[src/hw/sensor_meas_pkg.sv]
// Register map, field layouts and timing constants of the measurement control block.
package sensor_meas_pkg;

  // ---------------------------------------------------------------------------
  // Register offsets, reset values and unmapped read value
  // ---------------------------------------------------------------------------
  localparam logic [7:0] ADDR_DEVICE_STATUS = 8'hf3;
  localparam logic [7:0] ADDR_MEAS_CONTROL  = 8'hf4;
  localparam logic [7:0] ADDR_IO_CONFIG     = 8'hf5;
  localparam logic [7:0] ADDR_PRESS_BASE    = 8'hf7;  // Index 0, 1, 2 at base+2, +1, +0.
  localparam logic [7:0] ADDR_TEMP_BASE     = 8'hfa;
  localparam logic [7:0] RESET_MEAS_CONTROL = 8'h00;
  localparam logic [7:0] RESET_IO_CONFIG    = 8'h00;
  localparam logic [7:0] RESET_STATUS       = 8'h00;
  localparam logic [7:0] READ_UNMAPPED      = 8'h00;

  // ---------------------------------------------------------------------------
  // Field layouts and codes
  // ---------------------------------------------------------------------------
  typedef struct packed {
    logic [2:0] temp_avg;
    logic [2:0] press_avg;
    logic [1:0] mode;
  } meas_ctrl_type;

  typedef struct packed {
    logic [2:0] standby;
    logic [1:0] rsv_hi;
    logic       data_pin_drive_select;
    logic       rsv_lo;
    logic       three_wire_select;
  } io_cfg_type;

  typedef struct packed {
    logic [3:0] rsv_hi;
    logic       measuring;
    logic [1:0] rsv_lo;
    logic       nvm_reading;
  } status_type;

  localparam logic [2:0] AVG_SKIP      = 3'h0;
  localparam logic [2:0] AVG_RES22     = 3'h1;
  localparam logic [2:0] AVG_RES23     = 3'h2;
  localparam logic [1:0] MODE_SLEEP    = 2'h0;
  localparam logic [1:0] MODE_NORMAL   = 2'h3;
  localparam logic [23:0] MASK_RES22   = 24'hfffffc;
  localparam logic [23:0] MASK_RES23   = 24'hfffffe;
  localparam logic [23:0] MASK_RES24   = 24'hffffff;

  // ---------------------------------------------------------------------------
  // Standby times in milliseconds, indexed by the 3-bit standby code
  // ---------------------------------------------------------------------------
  localparam int STANDBY_MS [8] = '{1, 5, 50, 250, 500, 1000, 2000, 4000};
  localparam int CLOCK_MHZ      = 100;
  localparam int CYCLES_PER_MS  = CLOCK_MHZ * 1000;

endpackage : sensor_meas_pkg

[src/hw/sensor_meas_ctrl.sv]
// Measurement sequencing, averaging, result formatting and register file of the sensor.
`timescale 1ns/100ps
// Operation
// (RULE1) Results left-aligned, low bits zeroed by resolution.
// (RULE2) Result bytes: MSB index 2, LSB index 0.
// (RULE3) Host subtracts two^23 for signed value.
// (RULE4) Standby code bits 7:5 picks interval.
// (RULE5) IO bit 2 selects data pin drive.
// (RULE6) IO bit 0 selects three-wire wiring.
// (RULE7) Host writes zero to reserved IO bits.
// (RULE8) Averaging fields: skip, or 1 to 64.
// (RULE9) Mode field: sleep, forced, or normal.
// (RULE10) Status bit 3 high while measuring.
// (RULE11) Status bit 0 high during calibration read.
// (RULE12) Status reserved bits zero, read-only, resets zero.
// (RULE13) Forced runs once; normal repeats after standby.
// (RULE14) Results change only at measurement completion.
module sensor_meas_ctrl
  import sensor_meas_pkg::*;
#(
  parameter int CYCLES_MS = CYCLES_PER_MS
)(
  input  wire logic        clk,
  input  wire logic        rst_n,
  input  wire logic [7:0]  reg_addr,
  input  wire logic        reg_write,
  input  wire logic [7:0]  reg_wdata,
  output      logic [7:0]  reg_rdata,
  input  wire logic        nvm_access,
  output      logic        adc_request,
  input  wire logic        adc_valid,
  input  wire logic [23:0] adc_data,
  output      logic        adc_select_press,
  output      logic        data_pin_drive_select,
  output      logic        three_wire_select
);

  // Refuse counts that the 32-bit standby counter cannot hold for the longest interval.
  if (CYCLES_MS < 1 || CYCLES_MS > (32'h7fffffff / STANDBY_MS[7]))
  begin : g_cycles_check
    $error("CYCLES_MS out of range");
  end

  typedef enum logic [2:0] {
    ST_IDLE,
    ST_TEMP,
    ST_PRESS,
    ST_STORE,
    ST_STANDBY
  } phase_type;

  // ---------------------------------------------------------------------------
  // Decode helpers
  // ---------------------------------------------------------------------------
  // Number of samples minus one for a non-skip averaging code.
  function automatic logic [6:0] sample_last(input logic [2:0] code);
    sample_last = 7'((7'h01 << (code - 3'h1)) - 7'h01);
  endfunction : sample_last

  // Mask that clears the unused low bits for the resolution of a code.
  // (RULE1) resolution low-bit mask
  function automatic logic [23:0] res_mask(input logic [2:0] code);
    if (code == AVG_RES22)
      res_mask = MASK_RES22;
    else if (code == AVG_RES23)
      res_mask = MASK_RES23;
    else
      res_mask = MASK_RES24;
  endfunction : res_mask

  meas_ctrl_type ctrl;
  io_cfg_type    io_cfg;
  phase_type     phase;
  logic [6:0]    sample_count;
  logic [29:0]   accum;
  logic          waiting;
  logic [31:0]   standby_count;
  logic [23:0]   temp_raw;
  logic [23:0]   press_raw;
  logic [23:0]   temperature_result;
  logic [23:0]   pressure_result;
  logic          measuring;
  logic          nvm_reading;
  logic [2:0]    active_avg;
  logic [29:0]   sum_now;
  logic [23:0]   mean_now;
  logic          last_sample;
  logic [31:0]   standby_cycles;

  // ---------------------------------------------------------------------------
  // Combinational helpers
  // ---------------------------------------------------------------------------
  // Average is the sum shifted down by the log2 of the sample count.
  always_comb
  begin
    active_avg     = (phase == ST_PRESS) ? ctrl.press_avg : ctrl.temp_avg;
    sum_now        = accum + {6'h00, adc_data};
    mean_now       = 24'(sum_now >> (active_avg - 3'h1));
    last_sample    = (sample_count == sample_last(active_avg));
    // (RULE4) standby interval decode
    standby_cycles = 32'(STANDBY_MS[io_cfg.standby] * CYCLES_MS);
  end

  // ---------------------------------------------------------------------------
  // Register writes
  // ---------------------------------------------------------------------------
  // Only the two configuration registers accept writes; status and results ignore them.
  always_ff @(posedge clk or negedge rst_n)
  begin
    if (!rst_n)
    begin
      ctrl   <= RESET_MEAS_CONTROL;
      io_cfg <= RESET_IO_CONFIG;
    end
    else
    begin
      if (reg_write && reg_addr == ADDR_MEAS_CONTROL)
        ctrl <= reg_wdata;
      // (RULE13) forced returns to sleep
      else if (phase == ST_STORE && ctrl.mode != MODE_NORMAL)
        ctrl.mode <= MODE_SLEEP;
      // (RULE7) reserved bits stored as written
      if (reg_write && reg_addr == ADDR_IO_CONFIG)
        io_cfg <= reg_wdata;
    end
  end

  // ---------------------------------------------------------------------------
  // Measurement sequencer
  // ---------------------------------------------------------------------------
  // A mode change mid-cycle takes effect at the next cycle boundary, so a cycle
  // in progress always completes and its results stay coherent.
  always_ff @(posedge clk or negedge rst_n)
  begin
    if (!rst_n)
    begin
      phase         <= ST_IDLE;
      sample_count  <= 7'h00;
      accum         <= 30'h0;
      waiting       <= 1'b0;
      adc_request   <= 1'b0;
      standby_count <= 32'h0;
      temp_raw      <= 24'h0;
      press_raw     <= 24'h0;
    end
    else
    begin
      adc_request <= 1'b0;
      case (phase)
        ST_IDLE:
        begin
          // (RULE9) sleep holds, forced or normal starts
          if (ctrl.mode != MODE_SLEEP && !nvm_access)
          begin
            phase        <= ST_TEMP;
            sample_count <= 7'h00;
            accum        <= 30'h0;
            waiting      <= 1'b0;
          end
        end
        ST_TEMP,
        ST_PRESS:
        begin
          // (RULE8) skip code bypasses the measurement
          if (active_avg == AVG_SKIP)
          begin
            phase <= (phase == ST_TEMP) ? ST_PRESS : ST_STORE;
          end
          else if (!waiting)
          begin
            adc_request <= 1'b1;
            waiting     <= 1'b1;
          end
          else if (adc_valid)
          begin
            waiting <= 1'b0;
            // (RULE8) average over the selected count
            if (last_sample)
            begin
              if (phase == ST_TEMP)
                temp_raw <= mean_now & res_mask(active_avg);
              else
                press_raw <= mean_now & res_mask(active_avg);
              phase        <= (phase == ST_TEMP) ? ST_PRESS : ST_STORE;
              sample_count <= 7'h00;
              accum        <= 30'h0;
            end
            else
            begin
              sample_count <= sample_count + 7'h01;
              accum        <= sum_now;
            end
          end
        end
        ST_STORE:
        begin
          // (RULE13) normal waits standby, forced sleeps
          standby_count <= standby_cycles;
          phase         <= (ctrl.mode == MODE_NORMAL) ? ST_STANDBY : ST_IDLE;
        end
        ST_STANDBY:
        begin
          if (ctrl.mode != MODE_NORMAL)
            phase <= ST_IDLE;
          else if (standby_count <= 32'h1)
            phase <= ST_IDLE;
          else
            standby_count <= standby_count - 32'h1;
        end
        default:
          phase <= ST_IDLE;
      endcase
    end
  end

  // ---------------------------------------------------------------------------
  // Result registers
  // ---------------------------------------------------------------------------
  // Both results move together in the store step; reads in between see one cycle.
  always_ff @(posedge clk or negedge rst_n)
  begin
    if (!rst_n)
    begin
      temperature_result <= 24'h0;
      pressure_result    <= 24'h0;
    end
    // (RULE14) update only on completion
    else if (phase == ST_STORE)
    begin
      // (RULE1) skipped quantities keep the last value
      if (ctrl.temp_avg != AVG_SKIP)
        temperature_result <= temp_raw;
      if (ctrl.press_avg != AVG_SKIP)
        pressure_result <= press_raw;
    end
  end

  // ---------------------------------------------------------------------------
  // Status and outputs
  // ---------------------------------------------------------------------------
  // Status bits follow the sequencer and the calibration loader one cycle late.
  always_ff @(posedge clk or negedge rst_n)
  begin
    if (!rst_n)
    begin
      measuring             <= 1'b0;
      nvm_reading           <= 1'b0;
      adc_select_press      <= 1'b0;
      data_pin_drive_select <= 1'b0;
      three_wire_select     <= 1'b0;
    end
    else
    begin
      // (RULE10) busy from start to store
      measuring             <= (phase == ST_TEMP || phase == ST_PRESS);
      // (RULE11) calibration read in progress
      nvm_reading           <= nvm_access;
      adc_select_press      <= (phase == ST_PRESS);
      // (RULE5) data pin drive type
      data_pin_drive_select <= io_cfg.data_pin_drive_select;
      // (RULE6) three-wire wiring select
      three_wire_select     <= io_cfg.three_wire_select;
    end
  end

  // ---------------------------------------------------------------------------
  // Register read port
  // ---------------------------------------------------------------------------
  // Read data is registered; unmapped addresses return zero.
  always_ff @(posedge clk or negedge rst_n)
  begin
    if (!rst_n)
      reg_rdata <= READ_UNMAPPED;
    // (RULE12) reserved status bits read zero
    else if (reg_addr == ADDR_DEVICE_STATUS)
      reg_rdata <= {4'h0, measuring, 2'h0, nvm_reading};
    else if (reg_addr == ADDR_MEAS_CONTROL)
      reg_rdata <= ctrl;
    else if (reg_addr == ADDR_IO_CONFIG)
      reg_rdata <= io_cfg;
    // (RULE2) byte index 2 at lowest address
    else if (reg_addr == ADDR_PRESS_BASE)
      reg_rdata <= pressure_result[23:16];
    else if (reg_addr == ADDR_PRESS_BASE + 8'h01)
      reg_rdata <= pressure_result[15:8];
    else if (reg_addr == ADDR_PRESS_BASE + 8'h02)
      reg_rdata <= pressure_result[7:0];
    else if (reg_addr == ADDR_TEMP_BASE)
      reg_rdata <= temperature_result[23:16];
    else if (reg_addr == ADDR_TEMP_BASE + 8'h01)
      reg_rdata <= temperature_result[15:8];
    else if (reg_addr == ADDR_TEMP_BASE + 8'h02)
      reg_rdata <= temperature_result[7:0];
    else
      reg_rdata <= READ_UNMAPPED;
  end

endmodule : sensor_meas_ctrl

[config.mk]
export PLATFORM = sky130hd
export DESIGN_NAME = sensor_meas_ctrl
export DESIGN_NICKNAME = d
export VERILOG_FILES = /design/src/hw/sensor_meas_pkg.sv /design/src/hw/sensor_meas_ctrl.sv
export SDC_FILE = /design/constraint.sdc
export NUM_CORES = 1
export LEC_CHECK = 0
export BUFFER_PORTS_ARGS = -buffer_cell sky130_fd_sc_hd__buf_2
export CORE_MARGIN = 4
export CORE_UTILIZATION = 55
export CTS_CLUSTER_DIAMETER = 40
export DETAILED_ROUTE_END_ITERATION = 10
export PLACE_DENSITY = 0.81
export SLEW_MARGIN = 5
export SYNTH_ARGS = -nofsm -noshare
export SYNTH_HDL_FRONTEND = slang
export SYNTH_SLANG_ARGS = --single-unit
[constraint.sdc]
create_clock -name clk -period 6.87 [get_ports clk]
set_input_delay 1.7175 -clock clk [delete_from_list [all_inputs] [get_ports clk]]
set_output_delay 1.7175 -clock clk [all_outputs]
set_load 0.03 [all_outputs]
# Word level (Yosys, flattened, before mapping)
# Memories as Yosys holds them, arrays and structs flattened.
# Cells that the tools add are included.
dict set report word_totals {
  latch_bits 0
  ramBits 0
  memories 1
  out_inout_bits 12
  reg_bits 199
  mem_bits_ro 256
  word_cells 152
  inputBits 45
}
# memory words word_bits read_ports rd_clocked_by_memory_dff write_ports line_no
set memory_table {}
lappend memory_table {{(no name shown)} 8 32 1 0 0 sensor_meas_ctrl.sv:101} ;# standby_cycles = 32'(STANDBY_MS[io_cfg.standby] * CYCLES_MS);
dict set report op_classes {
  eq_ne 28
  magnitude_cmp 2
  muxes 61
  reduce_logical 23
  n_bitwise 5
  div_mod_pow 0
  add_sub_neg 5
  n_mul 1
  shift 2
}
# op count
set op_table {}
lappend op_table {{2-to-1 mux 24 bit} 13}
lappend op_table {{2-to-1 mux 30 bit} 5}
lappend op_table {{2-to-1 mux 32 bit} 4}
lappend op_table {{== test 8 bit, second input constant} 9}
lappend op_table {{2-to-1 mux 8 bit} 9}
lappend op_table {{case mux 32 bit (2 select lines)} 1}
lappend op_table {{case mux 30 bit (2 select lines)} 1}
lappend op_table {{bitwise AND 24 bit} 2}
lappend op_table {{2-to-1 mux 7 bit} 5}
lappend op_table {{less-or-equal comparator 32 x 1 -> 1 bit, second input constant} 1}
lappend op_table {{multiplier 32 x 13 -> 27 bit, second input constant} 1}
lappend op_table {{subtractor 32 x 1 -> 32 bit, second input constant} 1}
lappend op_table {{adder 30 x 24 -> 30 bit} 1}
lappend op_table {{>> shifter 30 x 3 -> 24 bit} 1}
lappend op_table {{2-to-1 mux 3 bit} 9}
lappend op_table {{!= test 2 bit, second input constant} 7}
lappend op_table {{case mux 7 bit (2 select lines)} 1}
lappend op_table {{!= test 3 bit, second input constant} 4}
lappend op_table {{case mux 3 bit (4 select lines)} 1}
lappend op_table {{AND reduction 6 bit} 2}
lappend op_table {{AND reduction 5 bit} 2}
lappend op_table {{== test 3 x 2 -> 1 bit, second input constant} 3}
lappend op_table {{2-to-1 mux 1 bit} 9}
lappend op_table {{nonzero test 2 bit} 4}
lappend op_table {{other kinds (21)} 31}

# Depth between registers and ports, before layout
# Gate-level depths: netlist (run 1).
dict set report logic_depth {
  ltp_word 12
  depth_mapped 23
}

# Worst setup path before layout (run 1)
# No wires, ideal clock.
dict set report synth_timing {
  path_type {reg-to-reg}
  start {register phase[0]}
  end {register temp_raw[11]}
  arrival_time_ns 4.875
  path_buffers 7
  slack_ns 1.870
  path_stages_with_launch 23
  setup_time_ns 0.125
  required_ns 6.745
  period_less_slack_ns 5.000
  cell_sequence {dfrtp_1 clkbuf_1 or3b_2 mux2_2 inv_1 buf_4 buf_2 ha_1 ha_1 buf_2 buf_1 nand2_1 ha_1 inv_1 a21oi_1 mux2i_1 xnor2_1 or4_1 clkbuf_1 nor3_1 nand2_1 clkbuf_1 mux2_2}
}
dict set report synth_between {
  elab_chain_len 7
  word_cells_on_any_way 13
  cone_classes {add/sub (2); eq/ne (3); shift (2); mux (1); bitwise (2); reduce/logical (3)}
}
# item line_no
set synth_rtl {}
lappend synth_rtl {{start: declaration} sensor_meas_ctrl.sv:73} ;# phase_type phase;
lappend synth_rtl {{start signal: assignment} sensor_meas_ctrl.sv:167} ;# phase <= (phase == ST_TEMP) ? ST_PRESS : ST_STORE;
lappend synth_rtl {{start signal: assignment} sensor_meas_ctrl.sv:184} ;# phase <= (phase == ST_TEMP) ? ST_PRESS : ST_STORE;
lappend synth_rtl {{start signal: assignment} sensor_meas_ctrl.sv:199} ;# phase <= (ctrl.mode == MODE_NORMAL) ? ST_STANDBY : ST_IDLE;
lappend synth_rtl {{== test 3 x 2 -> 1 bit} {sensor_meas_ctrl.sv:96, sensor_meas_ctrl.sv:149}}
lappend synth_rtl {{2-to-1 mux 3 bit} sensor_meas_ctrl.sv:96} ;# active_avg = (phase == ST_PRESS) ? ctrl.press_avg : ctrl.temp_avg;
lappend synth_rtl {{subtractor 3 x 1 -> 3 bit} {sensor_meas_ctrl.sv:57, sensor_meas_ctrl.sv:98}}
lappend synth_rtl {{<< shifter 1 x 3 -> 7 bit} sensor_meas_ctrl.sv:57} ;# sample_last = 7'((7'h01 << (code - 3'h1)) - 7'h01);
lappend synth_rtl {{subtractor 7 x 1 -> 7 bit} sensor_meas_ctrl.sv:57}
lappend synth_rtl {{== test 7 bit} sensor_meas_ctrl.sv:99} ;# last_sample = (sample_count == sample_last(active_avg));
lappend synth_rtl {{AND reduction 6 bit (no source line)} -}
lappend synth_rtl {{end signal: assignment} sensor_meas_ctrl.sv:181} ;# temp_raw <= mean_now & res_mask(active_avg);
lappend synth_rtl {{end: declaration} sensor_meas_ctrl.sv:78} ;# logic [23:0] temp_raw;
# Parallel ways exist; a longest one is shown, timed or not.
# A chain may end at the register's enable or synchronous reset.

# Worst setup path in the final report (run 1)
dict set report layout_timing {
  start {register io_cfg[6] (netlist name)}
  end {register standby_count[29]}
}
dict set report layout_between {
  elab_chain_len 6
}
# item line_no
set layout_rtl {}
lappend layout_rtl {{start: declaration} sensor_meas_ctrl.sv:72} ;# io_cfg_type io_cfg;
lappend layout_rtl {{start signal: assignment} sensor_meas_ctrl.sv:124} ;# io_cfg <= reg_wdata;
lappend layout_rtl {{inverter 3 -> 4 bit (implied by the code)} sensor_meas_ctrl.sv:101}
lappend layout_rtl {{memory (8 x 32 bit)} -}
lappend layout_rtl {{2-to-1 mux 32 bit (implied by the code) (2 in series)} sensor_meas_ctrl.sv:101}
lappend layout_rtl {{multiplier 32 x 13 -> 27 bit} sensor_meas_ctrl.sv:101}
lappend layout_rtl {{case mux 32 bit (2 select lines)} sensor_meas_ctrl.sv:149} ;# case (phase)
lappend layout_rtl {{end signal: assignment} sensor_meas_ctrl.sv:198} ;# standby_count <= standby_cycles;
lappend layout_rtl {{end signal: assignment} sensor_meas_ctrl.sv:208} ;# standby_count <= standby_count - 32'h1;
lappend layout_rtl {{end: declaration} sensor_meas_ctrl.sv:77} ;# logic [31:0] standby_count;
# No other way between the ends. The select of a mux whose other input is x is not followed.

==> results.md, run 1 <==
* Status: completed
* Clk pwr share at between 20% and 30%
* Rel. slew slack at a little under a third
* Number of global-route vias before repair at about 12000
* Die height at 169 um
* Final Cell Area at roughly 15000 um2
* CP startpoint kind: flip-flop
* Pwr per Cell Area at between 300 and 400 nW/um2
* # setup viols final at 0
* RR Endpoint: standby_count[29]
* Area post-placement at between 10000 and 15000 um2
* Tmin final at roughly 5.7 ns
* Sequential share of power at a little under a third
* DRT iter0 DRCs at around 1100
* Post-DP HPWL at roughly 28 mm
* CTS Sinks at approximately 200
* Leak pwr at between 7 and 8 nW
* Pin slew with the least headroom to its limit at 1.03 ns
* Initial antenna violation count at 0
* Final cycle utilization of the critical path at 83.1%
* CP Capture Point: standby_count[29]
* Share of layout cells above drive strength 1 at approximately 15%
* DRT Pass-1 Iters at 7
* Critical path arrival at about 6 ns
* IO Count at between 50 and 60
* Number of diodes at 0
* Synth Cell Area at approximately 14000 um2
* Critical path fanouts, max at 18
* Gate power share at between 40% and 50%
* Total Wirelength at around 38 mm
* Number of fill cells at 2148
* Post-CTS Setup Inserts at 0
* Core area at about 25000 um2
* Drt drc at 0
* Sw frac at 45.5%
* Effective utilization at floorplan at 56.3%
* Fin. max-slew vios at 0
* CTS buffer count at 17
* Worst hold path class: flip-flop to flip-flop
* Avg Synthesized Cell Area at approximately 9.2 um2
* Pin count of the biggest net entering global routing at roughly 110
* Clock buffer depth at 2
* Post-synthesis sequential area ratio at about a third
* Vias at 12046
* Die Wd at about 170 um
* Worst Setup SP: io_cfg[6]
* Fin. Hold Viols at 0
* Antenna-violating nets left at 0
* Switching power at 2.26 mW
* Final TNS setup at 0 ns
* Drt wl/cell at roughly 20 um
* Crit end category: flip-flop
* Max Cap Viol at 0
* Syn-to-layout area delta at 8.25%
* Required @ worst endpoint at between 7 and 8 ns
* H-tree depth at 4
* Global placer's final weighted congestion at 0.921
* Via/cell ratio at ~6.3
* Flops & latches, synth at about 200
* Internal power at ~2.7 mW
* Final nets at 1742
* RSZ-0062 raised after global routing: no
* PortBufs at between 50 and 60
* Fraction of registers with async set or reset after synthesis at 100%
* EDFF count, synth at 0
* FF-to-FF setup slack at around 1.2 ns
* Max Clk Rate at 0.175 GHz
* Die area at approximately 29000 um2
* CTS resizes at 0
* R2R Path Start: io_cfg[6]
* Total track usage at 26.7%
* Cell count after synthesis at between 1500 and 2000
* Type of the worst setup path: flip-flop to flip-flop
* Row Count at slightly below 60
* First-pass GRT wire length at 62.3 mm
* GRT Residual Overflow at 0
* Depth of the most critical reg-to-reg path at 17
* Worst vdd ir at 0.251 mV
* Unique cell type count in the Yosys netlist at 83
* Worst-skew pair later-pin latency at about 0.46 ns
* Number of synthesis warnings at 0
* TritonCTS clock tree: yes
* Clk_skew at ~0.017 ns
* Clk slew on worst S/H paths at around 0.09 ns
* # hold bufs at CTS at 0
* Most used flip-flop cell after synthesis: dfrtp_1
* Clock root buffer: clkbuf_16
cells in the final DEF (no fill, tap or decap), drive strengths merged, types with 5 or more instances in the layout:
cell	netlist	layout
nor4	14	14
a21o	18	18
o21ai	135	135
nand2	192	192
nor2b	8	8
a211o	9	9
nor3	31	31
clkinv	2	7
xnor2	40	40
a31oi	10	10
o211ai	14	14
a221o	9	9
or2	8	8
nand4	19	19
a2111oi	5	5
clkbuf	56	18
mux2	99	99
o22ai	5	5
mux2i	27	27
inv	63	72
or4	5	5
fa	17	17
o21a	14	14
nor3b	6	6
dfrtp	199	199
a21oi	81	81
or3	8	8
and3	12	12
a211oi	13	13
xor2	21	21
mux4	12	12
and2	16	16
ha	110	110
nor2	109	109
nand2b	9	9
buf	15	68
a22oi	16	16
nand3	37	37
o31ai	28	28
cells by family after synthesis:
logic type / Yosys count / synth area share, %
AO/OA/AOI/OAI: 405 / 18.4
XOR/XNOR: 61 / 3.74
adder cells (fa/ha/maj): 127 / 12.0
buffers and inverters: 136 / 3.67
flip-flops: 199 / 34.8
multiplexers: 138 / 11.6
other: 2 / 0.0525
AND/OR/NAND/NOR: 484 / 15.7
power by group through the flow:
| stage | Sequential [mW] | Clock [mW] | Combinational (mW) |
|---|---|---|---|
| 6_report | 1.51 | 1.09 | 2.36 |
| 2_1_floorplan | 1.46 | 0 | 1.70 |
| 5_1_grt | 1.53 | 1.14 | 2.58 |
| 3_5_place_dp | 1.52 | 0 | 2.33 |
| 4_1_cts | 1.50 | 1.10 | 2.34 |
| 3_3_place_gp | 1.51 | 0 | 2.26 |
worst min-delay path by stage:
stage	from	end	slack [ns]	cells past startpoint
floorplan	io_cfg[2]	data_pin_drive_select	0.37	0
global placement	io_cfg[2]	data_pin_drive_select	0.41	0
detailed placement	io_cfg[2]	data_pin_drive_select	0.41	0
CTS	io_cfg[2]	data_pin_drive_select	0.44	0
global route	io_cfg[2]	data_pin_drive_select	0.48	0
finish	io_cfg[2]	data_pin_drive_select	0.45	0
worst max-delay path, stage by stage (launching register included):
cell and delay (ns):
dfrtp_1 0.72, inv_1 0.29, o21ai_0 0.71, ha_1 0.37, ha_1 0.30, inv_1 0.07
fa_1 0.51, inv_1 0.05, fa_1 0.45, ha_1 0.29, nor2b_1 0.16, a2111oi_0 0.37
a31o_2 0.22, o21ai_0 0.14, or4_1 0.45, a31oi_1 0.22, xor2_1 0.15, o21ai_0 0.08
per-stage QoR:
step / cells / total power, mW / worst slack, ns / hold slack, ns / utilization [%]
6_report: 1913 / 4.96 / 1.16 / 0.451 / 60.9
5_1_grt: 1913 / 5.25 / 0.715 / 0.477 / 60.9
4_1_cts: 1913 / 4.94 / 1.21 / 0.445 / 60.9
3_5_place_dp: 1881 / 3.85 / 1.24 / 0.411 / 58.4
3_3_place_gp: 1881 / 3.77 / 1.37 / 0.407 / 58.4
2_1_floorplan: 1553 / 3.16 / 1.87 / 0.369 / -
state kept, by name, summed over array words and instances, names as in the netlist:
register and count:
standby_count 32, accum 30, press_raw 24, pressure_result 24, temp_raw 24, temperature_result 24
ctrl 8, io_cfg 8, reg_rdata 8, sample_count 7, phase 3, adc_request 1
adc_select_press 1, data_pin_drive_select 1, measuring 1, nvm_reading 1, three_wire_select 1, waiting 1
synthesized netlist by cell type, types with 5 or more instances:
cell type	count	area share, %
a211oi_1	13	0.68
buf_2	8	0.28
fa_1	17	2.4
inv_1	63	1.7
a21o_1	18	0.94
nand4_1	19	0.83
o31ai_1	28	1.5
nor2_1	108	2.8
and2_1	15	0.66
dfrtp_1	199	35
or4_1	5	0.26
o21a_1	14	0.73
mux4_2	12	1.9
xor2_1	21	1.3
a31oi_1	10	0.44
buf_1	6	0.16
o21ai_0	123	4.3
a22oi_1	16	0.84
nand2_1	192	5.0
clkbuf_1	56	1.5
nor2b_1	8	0.35
or3_1	8	0.35
o21ai_1	12	0.42
a221o_1	9	0.63
a211o_1	7	0.43
nand2b_1	9	0.39
mux2i_1	27	1.9
nor3_1	31	1.1
ha_1	110	9.6
and3_1	11	0.48
o22ai_1	5	0.22
mux2_2	98	7.7
nor4_1	13	0.57
a21oi_1	80	2.8
or2_2	8	0.35
o211ai_1	13	0.68
xnor2_1	40	2.4
nor3b_1	6	0.31
nand3_1	36	1.3
routing by layer:
layer / vias to the layer above / share of wire (%) / track usage [%]
met5: - / 0 / 0
met3: 123 / 4.7 / 3.70
li1: 5655 / - / -
met4: 0 / 4.2 / 11.6
met2: 396 / 50 / 45.9
met1: 5872 / 42 / 33.8
layout make-up:
class	count	area [um2]	area share (%)
Clock inverter	15	221	1.43
Tap cell	330	413	2.67
Timing Repair Buffer	69	387	2.50
Multi-Input combinational cell	1218	8810	56.9
Sequential cell	199	4980	32.2
Clock buffer	17	425	2.75
Inverter	65	244	1.58
No activity file was read; power rests on OpenSTA's default activity.
==> run 2: changes to the inputs <==
- ABC_AREA: not set -> 1
- PLACE_DENSITY: 0.81 -> 0.84
- clock period: 6.87 -> 5 ns (I/O delays scaled with it)
==> run 2 against run 1 <==
  * Global-route usage up 1.3 points
  * Clock-buffer cell count up 2
  * Clock skew about the same
  * Combinational power up 26%
  * First-iteration DRC count up 15%
  * Wire length up 7.6%
  * Cell count up 30%
  * Die area up 3.8%
  * Highest routed layer unchanged
  * Sequential share of layout area down 1.2 points
  * Sequential power up 43%
==> results.md, run 2 <==
* Most flops, register: standby_count
* Clock root buffer: clkbuf_16
* Final nets at 2303 (+32%)
* Clk_skew at 0.0167 ns (-0.000227 ns)
* Final hold slack at 0.421 ns (-0.0300 ns)
* PortBufs at 56 (unchanged)
* Max Cap Viol at 0 (unchanged)
* Core area at 26400 um2 (+3.8%)
* DRT iter0 DRCs at 1298 (+15%)
* Synth Cell Area at 14900 um2 (+4.0%)
* Number of fill cells at 2369 (+10%)
* Hold Startpoint: io_cfg[0]
* Antenna-violating nets left at 0 (unchanged)
* Sequential share of power at 33.1% (+2.7 points)
* Synth top area share at 33.5% (-1.3 points)
* Status: completed
* EDFF count, synth at 0 (unchanged)
* Fraction of registers with async set or reset after synthesis at 100% (unchanged)
* Fin cells at 2479 (+30%)
* CP Cell Sequence: inv_1 -> nand2_4 -> nand2_1 -> inv_1 -> nand2_1 -> ha_1 -> ha_1 -> inv_1 -> fa_1 -> inv_1 -> fa_1 -> ha_1 -> ha_1 -> inv_1 -> nor2_1 -> inv_1 -> nor4_2 -> nand4_1 -> nand3_1 -> a21oi_1 -> o21ai_0 -> a21oi_1
* Number of global-route vias before repair at 13372 (+11%)
* Row Count at 59 (+1.7%)
* GRT Residual Overflow at 0 (unchanged)
* Cell count after synthesis at 2084 (+34%)
* Worst-skew pair later-pin latency at 0.45 ns (about the same)
* Share of layout cells above drive strength 1 at 8.30% (-6.9 points)
* Type of the worst setup path: flip-flop to flip-flop
* Synth cell count leaders: nand2_1, inv_1, nand3_1
* Clock buffer depth at 2 (unchanged)
* Post-synthesis sequential area ratio at 33.5% (-1.3 points)
* R2R Path Start: io_cfg[6]
* Tmin final at 4.64 ns (-1.07 ns)
* RR Endpoint: standby_count[27]
* Most frequent cells in the layout: nand2_1, inv_1, nand3_1, dfrtp_1, nor2_1
* CTS Sinks at 199 (unchanged)
* Critical path fanouts, max at 10 (-8)
* Fin. Hold Viols at 0 (unchanged)
* FF-to-FF setup slack at 0.36 ns (-0.80 ns)
* Total track usage at 28.0% (+1.3 points)
* Area of the multi-input gates at 8550 um2 (-2.9%)
* Total Wirelength at 41.0 mm (+7.6%)
* Max Clk Rate at 0.216 GHz (+23%)
* Dpl cells at 2447 (+30%)
* Worst vdd ir at 0.359 mV (+43%)
* Sw frac at 46.3% (+0.78 points)
* Rel. slew slack at 33.0% (+1.9 points)
* Number of diodes at 0 (unchanged)
* Crit end category: flip-flop
* DRT Pass-1 Iters at 7 (unchanged)
* Number of synthesis warnings at 0 (unchanged)
* Worst hold path class: flip-flop to flip-flop
* First-pass GRT wire length at 66.2 mm (+6.2%)
* Regs by FF count: standby_count: 32 flops, accum: 30 flops
* Drt wl/cell at 16.5 um (-17%)
* Depth of the most critical reg-to-reg path at 22 (+5)
* Required @ worst endpoint at 5.32 ns (-1.85 ns)
* RSZ-0062 raised after global routing: no
* Final TNS setup at 0 ns (unchanged)
* Gate power share at 45.6% (-2.0 points)
* Count leader, synth: nand2_1
* Internal power at 3.51 mW (+30%)
* Die height at 172 um (+1.9%)
* Reg area at 4980 um2 (about the same)
* Pin count of the biggest net entering global routing at 120 (+10%)
* Flops & latches, synth at 199 (unchanged)
* CP most frequent cell: inv_1
* CP startpoint kind: flip-flop
* Critical Path Max Stage Delay at 0.49 ns (-0.23 ns)
* Fin. max-slew vios at 0 (unchanged)
* CP max-delay cell: fa_1
* Initial antenna violation count at 0 (unchanged)
* # setup viols final at 0 (unchanged)
* IO Count at 57 (unchanged)
* Area leader, netlist: dfrtp_1
* Unique cell type count in the Yosys netlist at 57 (-31%)
* Clk pwr share at 21.4% (-0.5 points)
* Drt drc at 0 (unchanged)
* Hold Path Depth at 0 (unchanged)
* Switching power at 3.02 mW (+34%)
* Pwr per Cell Area at 406 nW/um2 (+27%)
* Final cycle utilization of the critical path at 92.7% (+9.7 points)
* Critical path arrival at 4.95 ns (-1.06 ns)
* Clk slew on worst S/H paths at 0.08 ns (about the same)
* Layout Utilization at 61.1% (+0.14 points)
* Global placer's final weighted congestion at 0.982 (+6.7%)
* Effective utilization at floorplan at 56.4% (+0.12 points)
* Worst Setup SP: io_cfg[6]
* Largest register FFs at 32 (unchanged)
* H-tree depth at 4 (unchanged)
* Vias at 13901 (+15%)
* Post-DP HPWL at 31.9 mm (+14%)
* Pin slew with the least headroom to its limit at 1.01 ns (-0.0267 ns)
* Die Wd at 172 um (+1.9%)
* Leading cell type in the layout, fill and taps excluded: nand2_1
* CTS buffer count at 17 (unchanged)
* Synth top area cells: dfrtp_1, nand2_1, ha_1, inv_1, nand3_1
* CP Capture Point: standby_count[27]
* Die area at 29700 um2 (+3.8%)
* Syn-to-layout area delta at 8.27% (about the same)
* Via/cell ratio at 5.61 (-11%)
* Most used flip-flop cell after synthesis: dfrtp_1
* TritonCTS clock tree: yes
* Leak pwr at 8.94 nW (+23%)
* Avg Synthesized Cell Area at 7.13 um2 (-23%)
run 2: cell types whose count changed after synthesis, moves of 25 or more:
cell / previous run / this run
o31ai_1: 28 / 3
nand2_1: 192 / 616
nand3_1: 36 / 212
nor2_1: 108 / 149
mux2_2: 98 / 30
mux2i_1: 27 / 2
inv_1: 63 / 290
clkbuf_1: 56 / 20
run 2: critical path, delay by kind of cell (launching register included):
family          cells  cell delay, ns
buf+inv             6            0.62
simple gates        7            1.04
fa+ha+maj           6            2.14
compound gates      3            0.22
flops               1            0.48
run 2: routing by layer:
layer  vias up  part of all wire [%]  track usage, %  wire, um
met5         -                     0               0         0
met4         0                   4.4            12.1      1810
met3       109                   4.8            3.93      1970
met2       453                    49            47.9     20000
met1      6531                    42            35.5     17200
li1       6808                     -               -         -
run 2: how the worst min path moves through the flow:
stage                            end  slack [ns]
2_1_floorplan  data_pin_drive_select        0.37
5_1_grt            three_wire_select        0.44
6_report           three_wire_select        0.42
4_1_cts            three_wire_select        0.42
3_3_place_gp   data_pin_drive_select        0.39
3_5_place_dp   data_pin_drive_select        0.40
run 2: metrics by stage:
step                area [um2]  worst slack (ns)  power [mW]
finish                   16100             0.363        6.53
global route             16100           0.00171        7.03
CTS                      16100             0.184        6.50
detailed placement       15500             0.205        5.10
global placement         15500             0.397        5.03
floorplan                14900             0.516        4.31
run 2: layout make-up:
cell class,instances,area share (%)
Tap cell,335,2.60
Clock buffer,19,2.69
Multi-Input combinational cell,1540,53.1
Sequential cell,199,30.9
Timing Repair Buffer,77,2.77
Clock inverter,13,0.964
Inverter,296,6.90
run 2: kinds of logic after synthesis:
logic type	share of synthesized area [%]
AND/OR/NAND/NOR	30.3
buffers and inverters	9.26
AO/OA/AOI/OAI	9.94
other	0.0505
XOR/XNOR	3.00
multiplexers	2.41
adder cells (fa/ha/maj)	11.5
flip-flops	33.5
run 2: repair_timing:
| action | CTS | global route |
|---|---|---|
| hold buffers | 0 | 0 |
| endpoints found under the setup margin | 0 | 6 |
| gates resized for setup | 0 | 3 |
| buffers inserted | 0 | 0 |
run 2: power by group through the flow:
stage / Sequential (mW) / Combinational, mW / Clock, mW
5_1_grt: 2.20 / 3.37 / 1.47
2_1_floorplan: 2.12 / 2.19 / 0
4_1_cts: 2.15 / 2.95 / 1.40
3_3_place_gp: 2.17 / 2.86 / 0
3_5_place_dp: 2.18 / 2.93 / 0
6_report: 2.16 / 2.98 / 1.40
